--- src/verilog/led_cfg_map.vh ---
// register offsets, field layouts, reset values and timing constants of the config bank
`ifndef LED_CFG_MAP_VH
`define LED_CFG_MAP_VH

// ****************************************************************
// register offsets
// ****************************************************************
`define OFS_CROP_LEFT        4'h0
`define OFS_CROP_TOP         4'h1
`define OFS_WIN_WIDTH        4'h2
`define OFS_WIN_HEIGHT       4'h3
`define OFS_STRIP_LENGTH     4'h4
`define OFS_SLOT_DIVIDER     4'h5
`define OFS_ENC_PREEMPH      4'h6
`define OFS_SEGMENT_COUNT    4'h7
`define OFS_STATUS           4'h8

// ****************************************************************
// field widths and positions
// ****************************************************************
`define COORD_W              11
`define FIELD10_W            10
`define ENC_W                5
`define ENC_LSB              0
`define ENC_MSB              4
`define PREEMPH_BIT          9
`define PIXEL_W              24
`define SLOT_IDX_W           5

// ****************************************************************
// reset values
// ****************************************************************
`define RST_COORD            11'h000
`define RST_WIN_WIDTH        10'h0ff
`define RST_WIN_HEIGHT       10'h01f
`define RST_STRIP_LENGTH     10'h100
`define RST_FIELD10          10'h000
`define RST_ENC              5'h00

// ****************************************************************
// timing: strip clock from a 125 MHz core clock
// ****************************************************************
`define CORE_CLK_KHZ         125000
`define STRIP_CLK_KHZ        25600
// strip tick: 125000 * 256 / 1250 = 25600 kHz
`define STRIP_ACC_W          11
`define STRIP_INC            11'h100
`define STRIP_MOD            11'h4e2
// 4-wire tick at twice the line rate: 125000 * 128 / 1000 = 16 MHz, toggles to 8 MHz
`define FOUR_ACC_W           10
`define FOUR_INC_BASE        10'h080
`define FOUR_MOD             10'h3e8
`define FOUR_MAX_DIV         10'h004
`define SLOTS_PER_PIXEL_M1   5'h17

`endif

--- src/verilog/led_display_config_regs.v ---
// configuration register bank and strip timing for the video-to-led-strip controller
// Operation
// - vertical crop origin, 11 bits, resets zero
// - horizontal crop origin, 11 bits, resets zero
// - window width is field plus one, reset 255
// - window height is field plus one, reset 31
// - leds per output, 10 bits, reset 256
// - 3-wire slot lasts strip period times divider+1
// - divider 0 gives 25.6 MHz slots, 1 gives 12.8
// - 4-wire divider 0..4 gives 8..0.5 MHz
// - strip clock fixed at 25.6 MHz
// - 3-wire pixel is exactly 24 bit slots
// - write-only 5-bit encoding select, reset zero
// - encoding select ignored in 4-wire mode
// - write-only bit 9 switches pre-emphasis
// - segment count field, 10 bits, reset zero
`timescale 1ns/1ns
`include "led_cfg_map.vh"
module led_display_config_regs #(
  parameter DATA_W = `PIXEL_W
) (
  // clock and reset
  input  wire                     CLK_I,
  input  wire                     RESET_N_I,
  // register access port from the configuration controller
  input  wire [3:0]               REG_ADDR_I,
  input  wire [15:0]              REG_WDATA_I,
  input  wire                     REG_WE_I,
  output reg  [15:0]              REG_RDATA_O,
  // strip mode and run control
  input  wire                     FOUR_WIRE_I,
  input  wire                     STRIP_RUN_I,
  // incoming video
  input  wire                     VID_VALID_I,
  input  wire [`COORD_W-1:0]      VID_X_I,
  input  wire [`COORD_W-1:0]      VID_Y_I,
  input  wire [DATA_W-1:0]        VID_DATA_I,
  // cropped video
  output wire                     CROP_VALID_O,
  output wire [`COORD_W-1:0]      CROP_X_O,
  output wire [`COORD_W-1:0]      CROP_Y_O,
  output wire [DATA_W-1:0]        CROP_DATA_O,
  // settings to the strip serialisers
  output wire [`FIELD10_W-1:0]    LEDS_PER_OUTPUT_O,
  output wire [`FIELD10_W-1:0]    SEGMENT_COUNT_O,
  output wire [`ENC_W-1:0]        BIT_ENCODING_SELECT_O,
  output wire                     PREEMPHASIS_ON_O,
  // strip timing
  output reg                      SLOT_TICK_O,
  output reg  [`SLOT_IDX_W-1:0]   SLOT_INDEX_O,
  output reg                      PIXEL_TICK_O,
  output reg  [`FIELD10_W-1:0]    LED_INDEX_O,
  output reg                      LINE_DONE_O,
  output reg                      SERIAL_CLK_O
);

  // ****************************************************************
  // configuration registers
  // ****************************************************************
  reg [`COORD_W-1:0]   crop_left_q;
  reg [`COORD_W-1:0]   crop_top_q;
  reg [`FIELD10_W-1:0] window_width_minus_one_q;
  reg [`FIELD10_W-1:0] window_height_minus_one_q;
  reg [`FIELD10_W-1:0] leds_per_output_q;
  reg [`FIELD10_W-1:0] slot_divider_value_q;
  reg [`ENC_W-1:0]     bit_encoding_select_q;
  reg                  preemphasis_on_q;
  reg [`FIELD10_W-1:0] segment_count_q;

  // values above the field width are dropped: reserved bits are not stored
  always @(posedge CLK_I or negedge RESET_N_I) begin
    if (!RESET_N_I) begin
      crop_left_q               <= `RST_COORD;
      crop_top_q                <= `RST_COORD;
      window_width_minus_one_q  <= `RST_WIN_WIDTH;
      window_height_minus_one_q <= `RST_WIN_HEIGHT;
      leds_per_output_q         <= `RST_STRIP_LENGTH;
      slot_divider_value_q      <= `RST_FIELD10;
      bit_encoding_select_q     <= `RST_ENC;
      preemphasis_on_q          <= 1'b0;
      segment_count_q           <= `RST_FIELD10;
    end else if (REG_WE_I) begin
      if (REG_ADDR_I == `OFS_CROP_LEFT) begin
        crop_left_q <= REG_WDATA_I[`COORD_W-1:0];
      end else if (REG_ADDR_I == `OFS_CROP_TOP) begin
        crop_top_q <= REG_WDATA_I[`COORD_W-1:0];
      end else if (REG_ADDR_I == `OFS_WIN_WIDTH) begin
        window_width_minus_one_q <= REG_WDATA_I[`FIELD10_W-1:0];
      end else if (REG_ADDR_I == `OFS_WIN_HEIGHT) begin
        window_height_minus_one_q <= REG_WDATA_I[`FIELD10_W-1:0];
      end else if (REG_ADDR_I == `OFS_STRIP_LENGTH) begin
        leds_per_output_q <= REG_WDATA_I[`FIELD10_W-1:0];
      end else if (REG_ADDR_I == `OFS_SLOT_DIVIDER) begin
        slot_divider_value_q <= REG_WDATA_I[`FIELD10_W-1:0];
      end else if (REG_ADDR_I == `OFS_ENC_PREEMPH) begin
        bit_encoding_select_q <= REG_WDATA_I[`ENC_MSB:`ENC_LSB];
        preemphasis_on_q      <= REG_WDATA_I[`PREEMPH_BIT];
      end else if (REG_ADDR_I == `OFS_SEGMENT_COUNT) begin
        segment_count_q <= REG_WDATA_I[`FIELD10_W-1:0];
      end
    end
  end

  // ****************************************************************
  // read-back, one cycle after the address
  // ****************************************************************
  reg [15:0] rdata_d;

  // the encoding register is write-only and reads zero, like unmapped offsets
  always @* begin
    rdata_d = 16'h0000;
    if (REG_ADDR_I == `OFS_CROP_LEFT) begin
      rdata_d = {5'h00, crop_left_q};
    end else if (REG_ADDR_I == `OFS_CROP_TOP) begin
      rdata_d = {5'h00, crop_top_q};
    end else if (REG_ADDR_I == `OFS_WIN_WIDTH) begin
      rdata_d = {6'h00, window_width_minus_one_q};
    end else if (REG_ADDR_I == `OFS_WIN_HEIGHT) begin
      rdata_d = {6'h00, window_height_minus_one_q};
    end else if (REG_ADDR_I == `OFS_STRIP_LENGTH) begin
      rdata_d = {6'h00, leds_per_output_q};
    end else if (REG_ADDR_I == `OFS_SLOT_DIVIDER) begin
      rdata_d = {6'h00, slot_divider_value_q};
    end else if (REG_ADDR_I == `OFS_SEGMENT_COUNT) begin
      rdata_d = {6'h00, segment_count_q};
    end else if (REG_ADDR_I == `OFS_STATUS) begin
      rdata_d = {6'h00, LED_INDEX_O};
    end
  end

  always @(posedge CLK_I or negedge RESET_N_I) begin
    if (!RESET_N_I) begin
      REG_RDATA_O <= 16'h0000;
    end else begin
      REG_RDATA_O <= rdata_d;
    end
  end

  // ****************************************************************
  // settings out
  // ****************************************************************
  assign LEDS_PER_OUTPUT_O     = leds_per_output_q;
  assign SEGMENT_COUNT_O       = segment_count_q;
  assign BIT_ENCODING_SELECT_O = FOUR_WIRE_I ? `RST_ENC : bit_encoding_select_q;
  assign PREEMPHASIS_ON_O      = preemphasis_on_q;

  // ****************************************************************
  // crop window
  // ****************************************************************
  crop_window_filter #(
    .COORD_W (`COORD_W),
    .SIZE_W  (`FIELD10_W),
    .DATA_W  (DATA_W)
  ) u_crop (
    .clk_i       (CLK_I),
    .reset_n_i   (RESET_N_I),
    .left_i      (crop_left_q),
    .top_i       (crop_top_q),
    .width_m1_i  (window_width_minus_one_q),
    .height_m1_i (window_height_minus_one_q),
    .vid_valid_i (VID_VALID_I),
    .vid_x_i     (VID_X_I),
    .vid_y_i     (VID_Y_I),
    .vid_data_i  (VID_DATA_I),
    .out_valid_o (CROP_VALID_O),
    .out_x_o     (CROP_X_O),
    .out_y_o     (CROP_Y_O),
    .out_data_o  (CROP_DATA_O)
  );

  // ****************************************************************
  // strip clock, 3-wire slots
  // ****************************************************************
  wire run3 = STRIP_RUN_I && !FOUR_WIRE_I;
  wire strip_tick;

  // 25.6 MHz is no integer fraction of the core clock; ticks jitter by one core cycle
  frac_tick_gen #(
    .ACC_W   (`STRIP_ACC_W),
    .MODULUS (`STRIP_MOD)
  ) u_strip_tick (
    .clk_i     (CLK_I),
    .reset_n_i (RESET_N_I),
    .run_i     (run3),
    .inc_i     (`STRIP_INC),
    .tick_o    (strip_tick)
  );

  reg [`FIELD10_W-1:0] div_cnt_q;
  wire slot_end  = strip_tick && (div_cnt_q == slot_divider_value_q);
  wire pixel_end = slot_end && (SLOT_INDEX_O == `SLOTS_PER_PIXEL_M1);
  wire line_end  = pixel_end && (LED_INDEX_O == leds_per_output_q - 10'h001);

  always @(posedge CLK_I or negedge RESET_N_I) begin
    if (!RESET_N_I) begin
      div_cnt_q    <= `RST_FIELD10;
      SLOT_TICK_O  <= 1'b0;
      SLOT_INDEX_O <= 5'h00;
      PIXEL_TICK_O <= 1'b0;
      LED_INDEX_O  <= `RST_FIELD10;
      LINE_DONE_O  <= 1'b0;
    end else if (!run3) begin
      div_cnt_q    <= `RST_FIELD10;
      SLOT_TICK_O  <= 1'b0;
      SLOT_INDEX_O <= 5'h00;
      PIXEL_TICK_O <= 1'b0;
      LED_INDEX_O  <= `RST_FIELD10;
      LINE_DONE_O  <= 1'b0;
    end else begin
      SLOT_TICK_O  <= slot_end;
      PIXEL_TICK_O <= pixel_end;
      LINE_DONE_O  <= line_end;
      if (strip_tick) begin
        // slot spans divider+1 strip periods: 0 gives 25.6 MHz, 1 gives 12.8 MHz
        div_cnt_q <= slot_end ? `RST_FIELD10 : div_cnt_q + 10'h001;
      end
      if (slot_end) begin
        SLOT_INDEX_O <= pixel_end ? 5'h00 : SLOT_INDEX_O + 5'h01;
      end
      if (pixel_end) begin
        LED_INDEX_O <= line_end ? `RST_FIELD10 : LED_INDEX_O + 10'h001;
      end
    end
  end

  // ****************************************************************
  // 4-wire serial clock
  // ****************************************************************
  wire run4 = STRIP_RUN_I && FOUR_WIRE_I;
  wire four_tick;
  wire [2:0] four_shift = (slot_divider_value_q > `FOUR_MAX_DIV) ?
                          3'h4 : slot_divider_value_q[2:0];
  wire [`FOUR_ACC_W-1:0] four_inc = `FOUR_INC_BASE >> four_shift;

  // divider values above 4 hold the slowest rate rather than stopping the line
  frac_tick_gen #(
    .ACC_W   (`FOUR_ACC_W),
    .MODULUS (`FOUR_MOD)
  ) u_four_tick (
    .clk_i     (CLK_I),
    .reset_n_i (RESET_N_I),
    .run_i     (run4),
    .inc_i     (four_inc),
    .tick_o    (four_tick)
  );

  always @(posedge CLK_I or negedge RESET_N_I) begin
    if (!RESET_N_I) begin
      SERIAL_CLK_O <= 1'b0;
    end else if (!run4) begin
      SERIAL_CLK_O <= 1'b0;
    end else if (four_tick) begin
      SERIAL_CLK_O <= ~SERIAL_CLK_O;
    end
  end

endmodule // led_display_config_regs

--- src/verilog/frac_tick_gen.v ---
// fractional-rate tick generator: one pulse per modulus overflow of an accumulator
`timescale 1ns/1ns
module frac_tick_gen #(
  parameter ACC_W   = 11,
  parameter [ACC_W-1:0] MODULUS = 11'h4e2
) (
  // clock and reset
  input  wire             clk_i,
  input  wire             reset_n_i,
  // control
  input  wire             run_i,
  input  wire [ACC_W-1:0] inc_i,
  // tick
  output reg              tick_o
);

  reg  [ACC_W-1:0] acc_q;
  wire [ACC_W:0]   sum = {1'b0, acc_q} + {1'b0, inc_i};

  // an accumulator instead of an integer divider keeps the long-term rate exact
  always @(posedge clk_i or negedge reset_n_i) begin
    if (!reset_n_i) begin
      acc_q  <= {ACC_W{1'b0}};
      tick_o <= 1'b0;
    end else if (!run_i) begin
      acc_q  <= {ACC_W{1'b0}};
      tick_o <= 1'b0;
    end else if (sum >= {1'b0, MODULUS}) begin
      acc_q  <= sum[ACC_W-1:0] - MODULUS;
      tick_o <= 1'b1;
    end else begin
      acc_q  <= sum[ACC_W-1:0];
      tick_o <= 1'b0;
    end
  end

endmodule // frac_tick_gen

--- src/verilog/crop_window_filter.v ---
// passes only video pixels that fall inside the programmed crop window
`timescale 1ns/1ns
`include "led_cfg_map.vh"
module crop_window_filter #(
  parameter COORD_W = 11,
  parameter SIZE_W  = 10,
  parameter DATA_W  = 24
) (
  // clock and reset
  input  wire               clk_i,
  input  wire               reset_n_i,
  // window settings
  input  wire [COORD_W-1:0] left_i,
  input  wire [COORD_W-1:0] top_i,
  input  wire [SIZE_W-1:0]  width_m1_i,
  input  wire [SIZE_W-1:0]  height_m1_i,
  // incoming video
  input  wire               vid_valid_i,
  input  wire [COORD_W-1:0] vid_x_i,
  input  wire [COORD_W-1:0] vid_y_i,
  input  wire [DATA_W-1:0]  vid_data_i,
  // cropped video
  output reg                out_valid_o,
  output reg  [COORD_W-1:0] out_x_o,
  output reg  [COORD_W-1:0] out_y_o,
  output reg  [DATA_W-1:0]  out_data_o
);

  // one extra bit so origin + size never wraps back into the frame
  function in_span;
    input [COORD_W-1:0] pos;
    input [COORD_W-1:0] org;
    input [SIZE_W-1:0]  len_m1;
    reg   [COORD_W:0]   diff;
    begin
      diff    = {1'b0, pos} - {1'b0, org};
      in_span = (pos >= org) && (diff <= {{(COORD_W+1-SIZE_W){1'b0}}, len_m1});
    end
  endfunction

  wire hit_x = in_span(vid_x_i, left_i, width_m1_i);
  wire hit_y = in_span(vid_y_i, top_i, height_m1_i);
  wire keep  = vid_valid_i && hit_x && hit_y;

  always @(posedge clk_i or negedge reset_n_i) begin
    if (!reset_n_i) begin
      out_valid_o <= 1'b0;
      out_x_o     <= {COORD_W{1'b0}};
      out_y_o     <= {COORD_W{1'b0}};
      out_data_o  <= {DATA_W{1'b0}};
    end else begin
      out_valid_o <= keep;
      if (keep) begin
        out_x_o    <= vid_x_i - left_i;
        out_y_o    <= vid_y_i - top_i;
        out_data_o <= vid_data_i;
      end
    end
  end

endmodule // crop_window_filter

--- config.mk ---
export PLATFORM = sky130hd
export DESIGN_NAME = led_display_config_regs
export DESIGN_NICKNAME = d
export VERILOG_FILES = /design/src/verilog/led_display_config_regs.v /design/src/verilog/frac_tick_gen.v /design/src/verilog/crop_window_filter.v
export VERILOG_INCLUDE_DIRS = /design/src /design/src/verilog
export SDC_FILE = /design/constraint.sdc
export NUM_CORES = 1
export LEC_CHECK = 0
export ABC_AREA = 1
export BUFFER_PORTS_ARGS = -buffer_cell sky130_fd_sc_hd__buf_2
export CAP_MARGIN = 10
export CORE_ASPECT_RATIO = 1.4
export CORE_MARGIN = 5
export CORE_UTILIZATION = 50
export CTS_CLUSTER_DIAMETER = 120
export DETAILED_ROUTE_END_ITERATION = 8
export PLACE_DENSITY = 0.82
export SETUP_SLACK_MARGIN = 0.05
export SYNTH_ARGS = -nofsm -noshare
export SYNTH_HDL_FRONTEND = slang
export SYNTH_SLANG_ARGS = --single-unit
--- constraint.sdc ---
create_clock -name CLK_I -period 3.1 [get_ports CLK_I]
set_clock_uncertainty 0.15 [all_clocks]
set_input_delay 0.465 -clock CLK_I [delete_from_list [all_inputs] [get_ports CLK_I]]
set_output_delay 0.465 -clock CLK_I [all_outputs]
set_load 0.01 [all_outputs]
==> metrics.cfg <==
[finish]
fillCellCount = 1739
fin_nets = 1821
antenna_cells = 0
share_of_final_layout_standard_cells_stronger_than_drive_strength_1_pct = 24.9
stdcell_count = 1998
final_area_sq_um = 14000
area_growth_pct = 27.9
final_util_pct = 64.5

[pwr]
vdd_ir_max_mv = 0.449
power_report.internal_total_mw = 5.85
share_seq_of_total_power_pct = 34.6
p_sw_share_pct = 37.2
pwr_density_cell_nw_per_um2 = 665
design_power_total_mw = 9.30
clock_power_share_pct = 25.3
p_switching_mw = 3.46
p_comb_share_pct = 40.2
static-leakage-power_nw = 7.30

[routing]
first_iter_violations = 935
detailroute.via_count = 11000
drt_first_pass_iters = 6
route.detailed.vias_per_inst = 5.49
detail-route-antenna-nets = 0
wl_microns = 34700
remaining_drc_errors = 0
post_drt_wl_per_cell_microns = 17.4

[sta]
final_max_slew_viol_count = 0
layout_min_cycle_time_ns = 3.28
setup_tns_ns = -6.74
tightest_slew_ns = 0.817
hold_viol = 0
slew_headroom_pct = 45.4
timing.hold.ws_ns = 0.0794
layout_worst_path_cycle_share_pct = 106
final_critical_path_setup_slack_ns = -0.176
timing.fmax_mhz = 305
grt_setup_unrepaired = yes
finalSetupViolCount = 47

[global_routing]
wire_length_of_the_first_global_routing_pass_microns = 53100
grt_overflow = 0
global_route.usage.total_pct = 27.1
grt_max_degree = 60
first_global_vias = 10500
antenna_found_initial = 0

[run_status]
violated_checks = setup timing
status = finished, violations left

[synthesis]
synth-edff-count = 0
synth_seq_cells = 187
synth_top_area_share_pct = 39.6
synth.cell_area_sq_um = 10900
syn_area_per_cell_sq_um = 7.72
yosysSeqAreaShare_pct = 42.9
yosysTopAreaCell = sky130_fd_sc_hd__dfrtp_1
postSynthCellCount = 1418
yosys_warnings = 0
ys_async_sr_fraction_pct = 100
synth_top_cells_by_count = sky130_fd_sc_hd__nand2_1 (412), sky130_fd_sc_hd__dfrtp_1 (173), sky130_fd_sc_hd__inv_1 (170), sky130_fd_sc_hd__nor2_1 (125), sky130_fd_sc_hd__o21ai_0 (100)
synthFlopType = sky130_fd_sc_hd__dfrtp_1
yosys.cell_types.count = 49
synth.area.top_cells = sky130_fd_sc_hd__dfrtp_1 (40%), sky130_fd_sc_hd__nand2_1 (14%), sky130_fd_sc_hd__ha_1 (6.6%), sky130_fd_sc_hd__inv_1 (5.8%), sky130_fd_sc_hd__o21ai_0 (4.6%)
yosys.cell_count.top_type = sky130_fd_sc_hd__nand2_1

[cts]
numClockSinks = 187
tritoncts = built
number_of_buffers_added_by_the_clock_tree_synthesis_step = 17
htreeDepth = 4
clk_latency_ns = 0.46
clockRootBuffer = sky130_fd_sc_hd__clkbuf_16
cts_buffer_depth = 2
clk_pin_slew_ns = 0.07

[placement]
placed_cells = 1941
place.gp.congestion = 1.00
port-buffer-count = 169
place.detailed.hpwl_microns = 24900
preCtsSetupSlack_ns = -0.379
place_area_sq_um = 12700

[floorplanning]
design.portCount = 180
die_width_microns = 135
core-area_sq_um = 21700
floorplan.initialDensity_pct = 50.4
placement_rows = 64
die_h_microns = 185
floorplan.die_area_sq_um = 25000

[critical_path]
worst-endpoint-required_ns = 3.35
crit_path_cell_trace = inv_1 -> ha_4 -> a21oi_2 -> o21ai_1 -> a21o_1 -> buf_4 -> xor2_2 -> ha_1 -> nand2_2 -> nor2_1 -> nor2_1 -> nand3_1 -> nand2_1 -> nand2_1 -> nand2_2 -> nand2_2 -> nor2_4 -> buf_6 -> buf_6 -> nand4_1 -> nand2_1
crit_path_start_kind = register
critical-path-top-delay-family = simple AND/OR/NAND/NOR gates
worstPathBufferInverterCount = 4
cp_slowest_stage_delay_ns = 0.39
worst_path_max_delay_cell = sky130_fd_sc_hd__dfrtp_1
cp-end-kind = register
arrival_ns = 3.52
crit_fanout = 16
timing.setup.critical_path_class = reg2reg

[hold_path]
hp-class = in2reg

[job]
total_of_max_cap_violations = 0

## timing repair
item | CTS | global route
gates cloned | 1 | 0
endpoints found under the setup margin | 51 | 54
hold buffers | 1 | 0
pin swaps | 24 | 25
resized for setup | 46 | 53
hold endpoints to repair | 44 | 0
setup buffers | 16 | 9
## cell usage in the layout (no fill, tap or decap), drive strengths merged, types with 2 or more instances in the layout
master and count:
nand2 413, inv 174, dfrtp 173, buf 281, or2 4, o211ai 2
clkinv 4, nand4 65, nand3 65, ha 58, clkbuf 22, nor3 18
a21o 4, o22ai 4, nand3b 8, nor4 9, o221ai 6, fa 3
nor2 130, clkinvlp 2, o21ai 104, a21boi 2, conb 9, nor3b 2
and3 3, a221oi 2, o21bai 2, xnor2 10, dfstp 14, a21oi 59
xor2 37, bufinv 3, o2111ai 4
## worst min-delay path: cells and delay by family
family                 cells  cell delay, ns
AO/OA/AOI/OAI              1            0.06
AND/OR/NAND/NOR            1            0.04
buffers and inverters      1            0.09
## routing by layer
metal | vias to the layer above | global-route usage, % | part of all wire, % | wire (microns)
li1 | 5160 | - | - | -
met1 | 5162 | 29.9 | 36 | 12500
met5 | - | 0 | 0 | 0
met3 | 129 | 6.20 | 7.9 | 2750
met4 | 0 | 14.9 | 5.9 | 2040
met2 | 509 | 48.2 | 50 | 17400
## sequential cells by signal, summed over array words and instances, names as in the netlist, 5 cells and up
signal / cells
crop_top_q: 11
LED_INDEX_O: 10
slot_divider_value_q: 10
LEDS_PER_OUTPUT_O: 10
u_strip_tick.acc_q: 10
SEGMENT_COUNT_O: 10
u_crop.out_data_o: 24
window_height_minus_one_q: 10
u_four_tick.acc_q: 10
SLOT_INDEX_O: 5
window_width_minus_one_q: 10
u_crop.out_x_o: 11
crop_left_q: 11
REG_RDATA_O: 11
div_cnt_q: 10
bit_encoding_select_q: 5
u_crop.out_y_o: 11
## path summary, 6_finish.rpt
path	startpoint	to	slack [ns]	cells past startpoint
worst max-delay path	crop_left_q[5]	u_crop.out_x_o[3]	-0.18	21
worst min-delay path	REG_WDATA_I[2]	bit_encoding_select_q[2]	0.08	3
worst max register to register	crop_left_q[5]	u_crop.out_x_o[3]	-0.18	21
worst min register to register	u_four_tick.tick_o	SERIAL_CLK_O	0.29	1
max in group asynchronous	RESET_N_I	u_crop.out_data_o[12]	1.65	3
min in group asynchronous	RESET_N_I	u_crop.out_x_o[10]	0.37	2
## power groups by stage
stage,combinational (mW),clock (mW),sequential [mW]
5_1_grt,4.08,2.47,3.26
6_report,3.74,2.35,3.21
2_1_floorplan,1.70,0,3.32
3_5_place_dp,3.15,0,3.23
4_1_cts,3.49,2.36,3.19
3_3_place_gp,3.05,0,3.21
## cell families (layout without fill, tap and decap cells)
family	after synthesis	in the layout	synth area share (%)
compound gates	191	191	9.58
xor+xnor	47	47	3.76
buf+inv	212	487	7.89
fa+ha+maj	61	61	7.18
other cells	1	9	0.0343
flops	187	187	42.9
mux	1	1	0.0915
simple gates	718	718	28.5
## cell type report
class,count,area (sq um),share of cell area [%]
tap,297,372,2.66
multi-input combinational,1027,5860,41.9
timing repair buffer,283,1790,12.8
clock buffer,21,460,3.29
inverter,172,651,4.65
sequential,187,4700,33.6
clock inverter,11,159,1.14
Power figures use the tool's default switching activity.
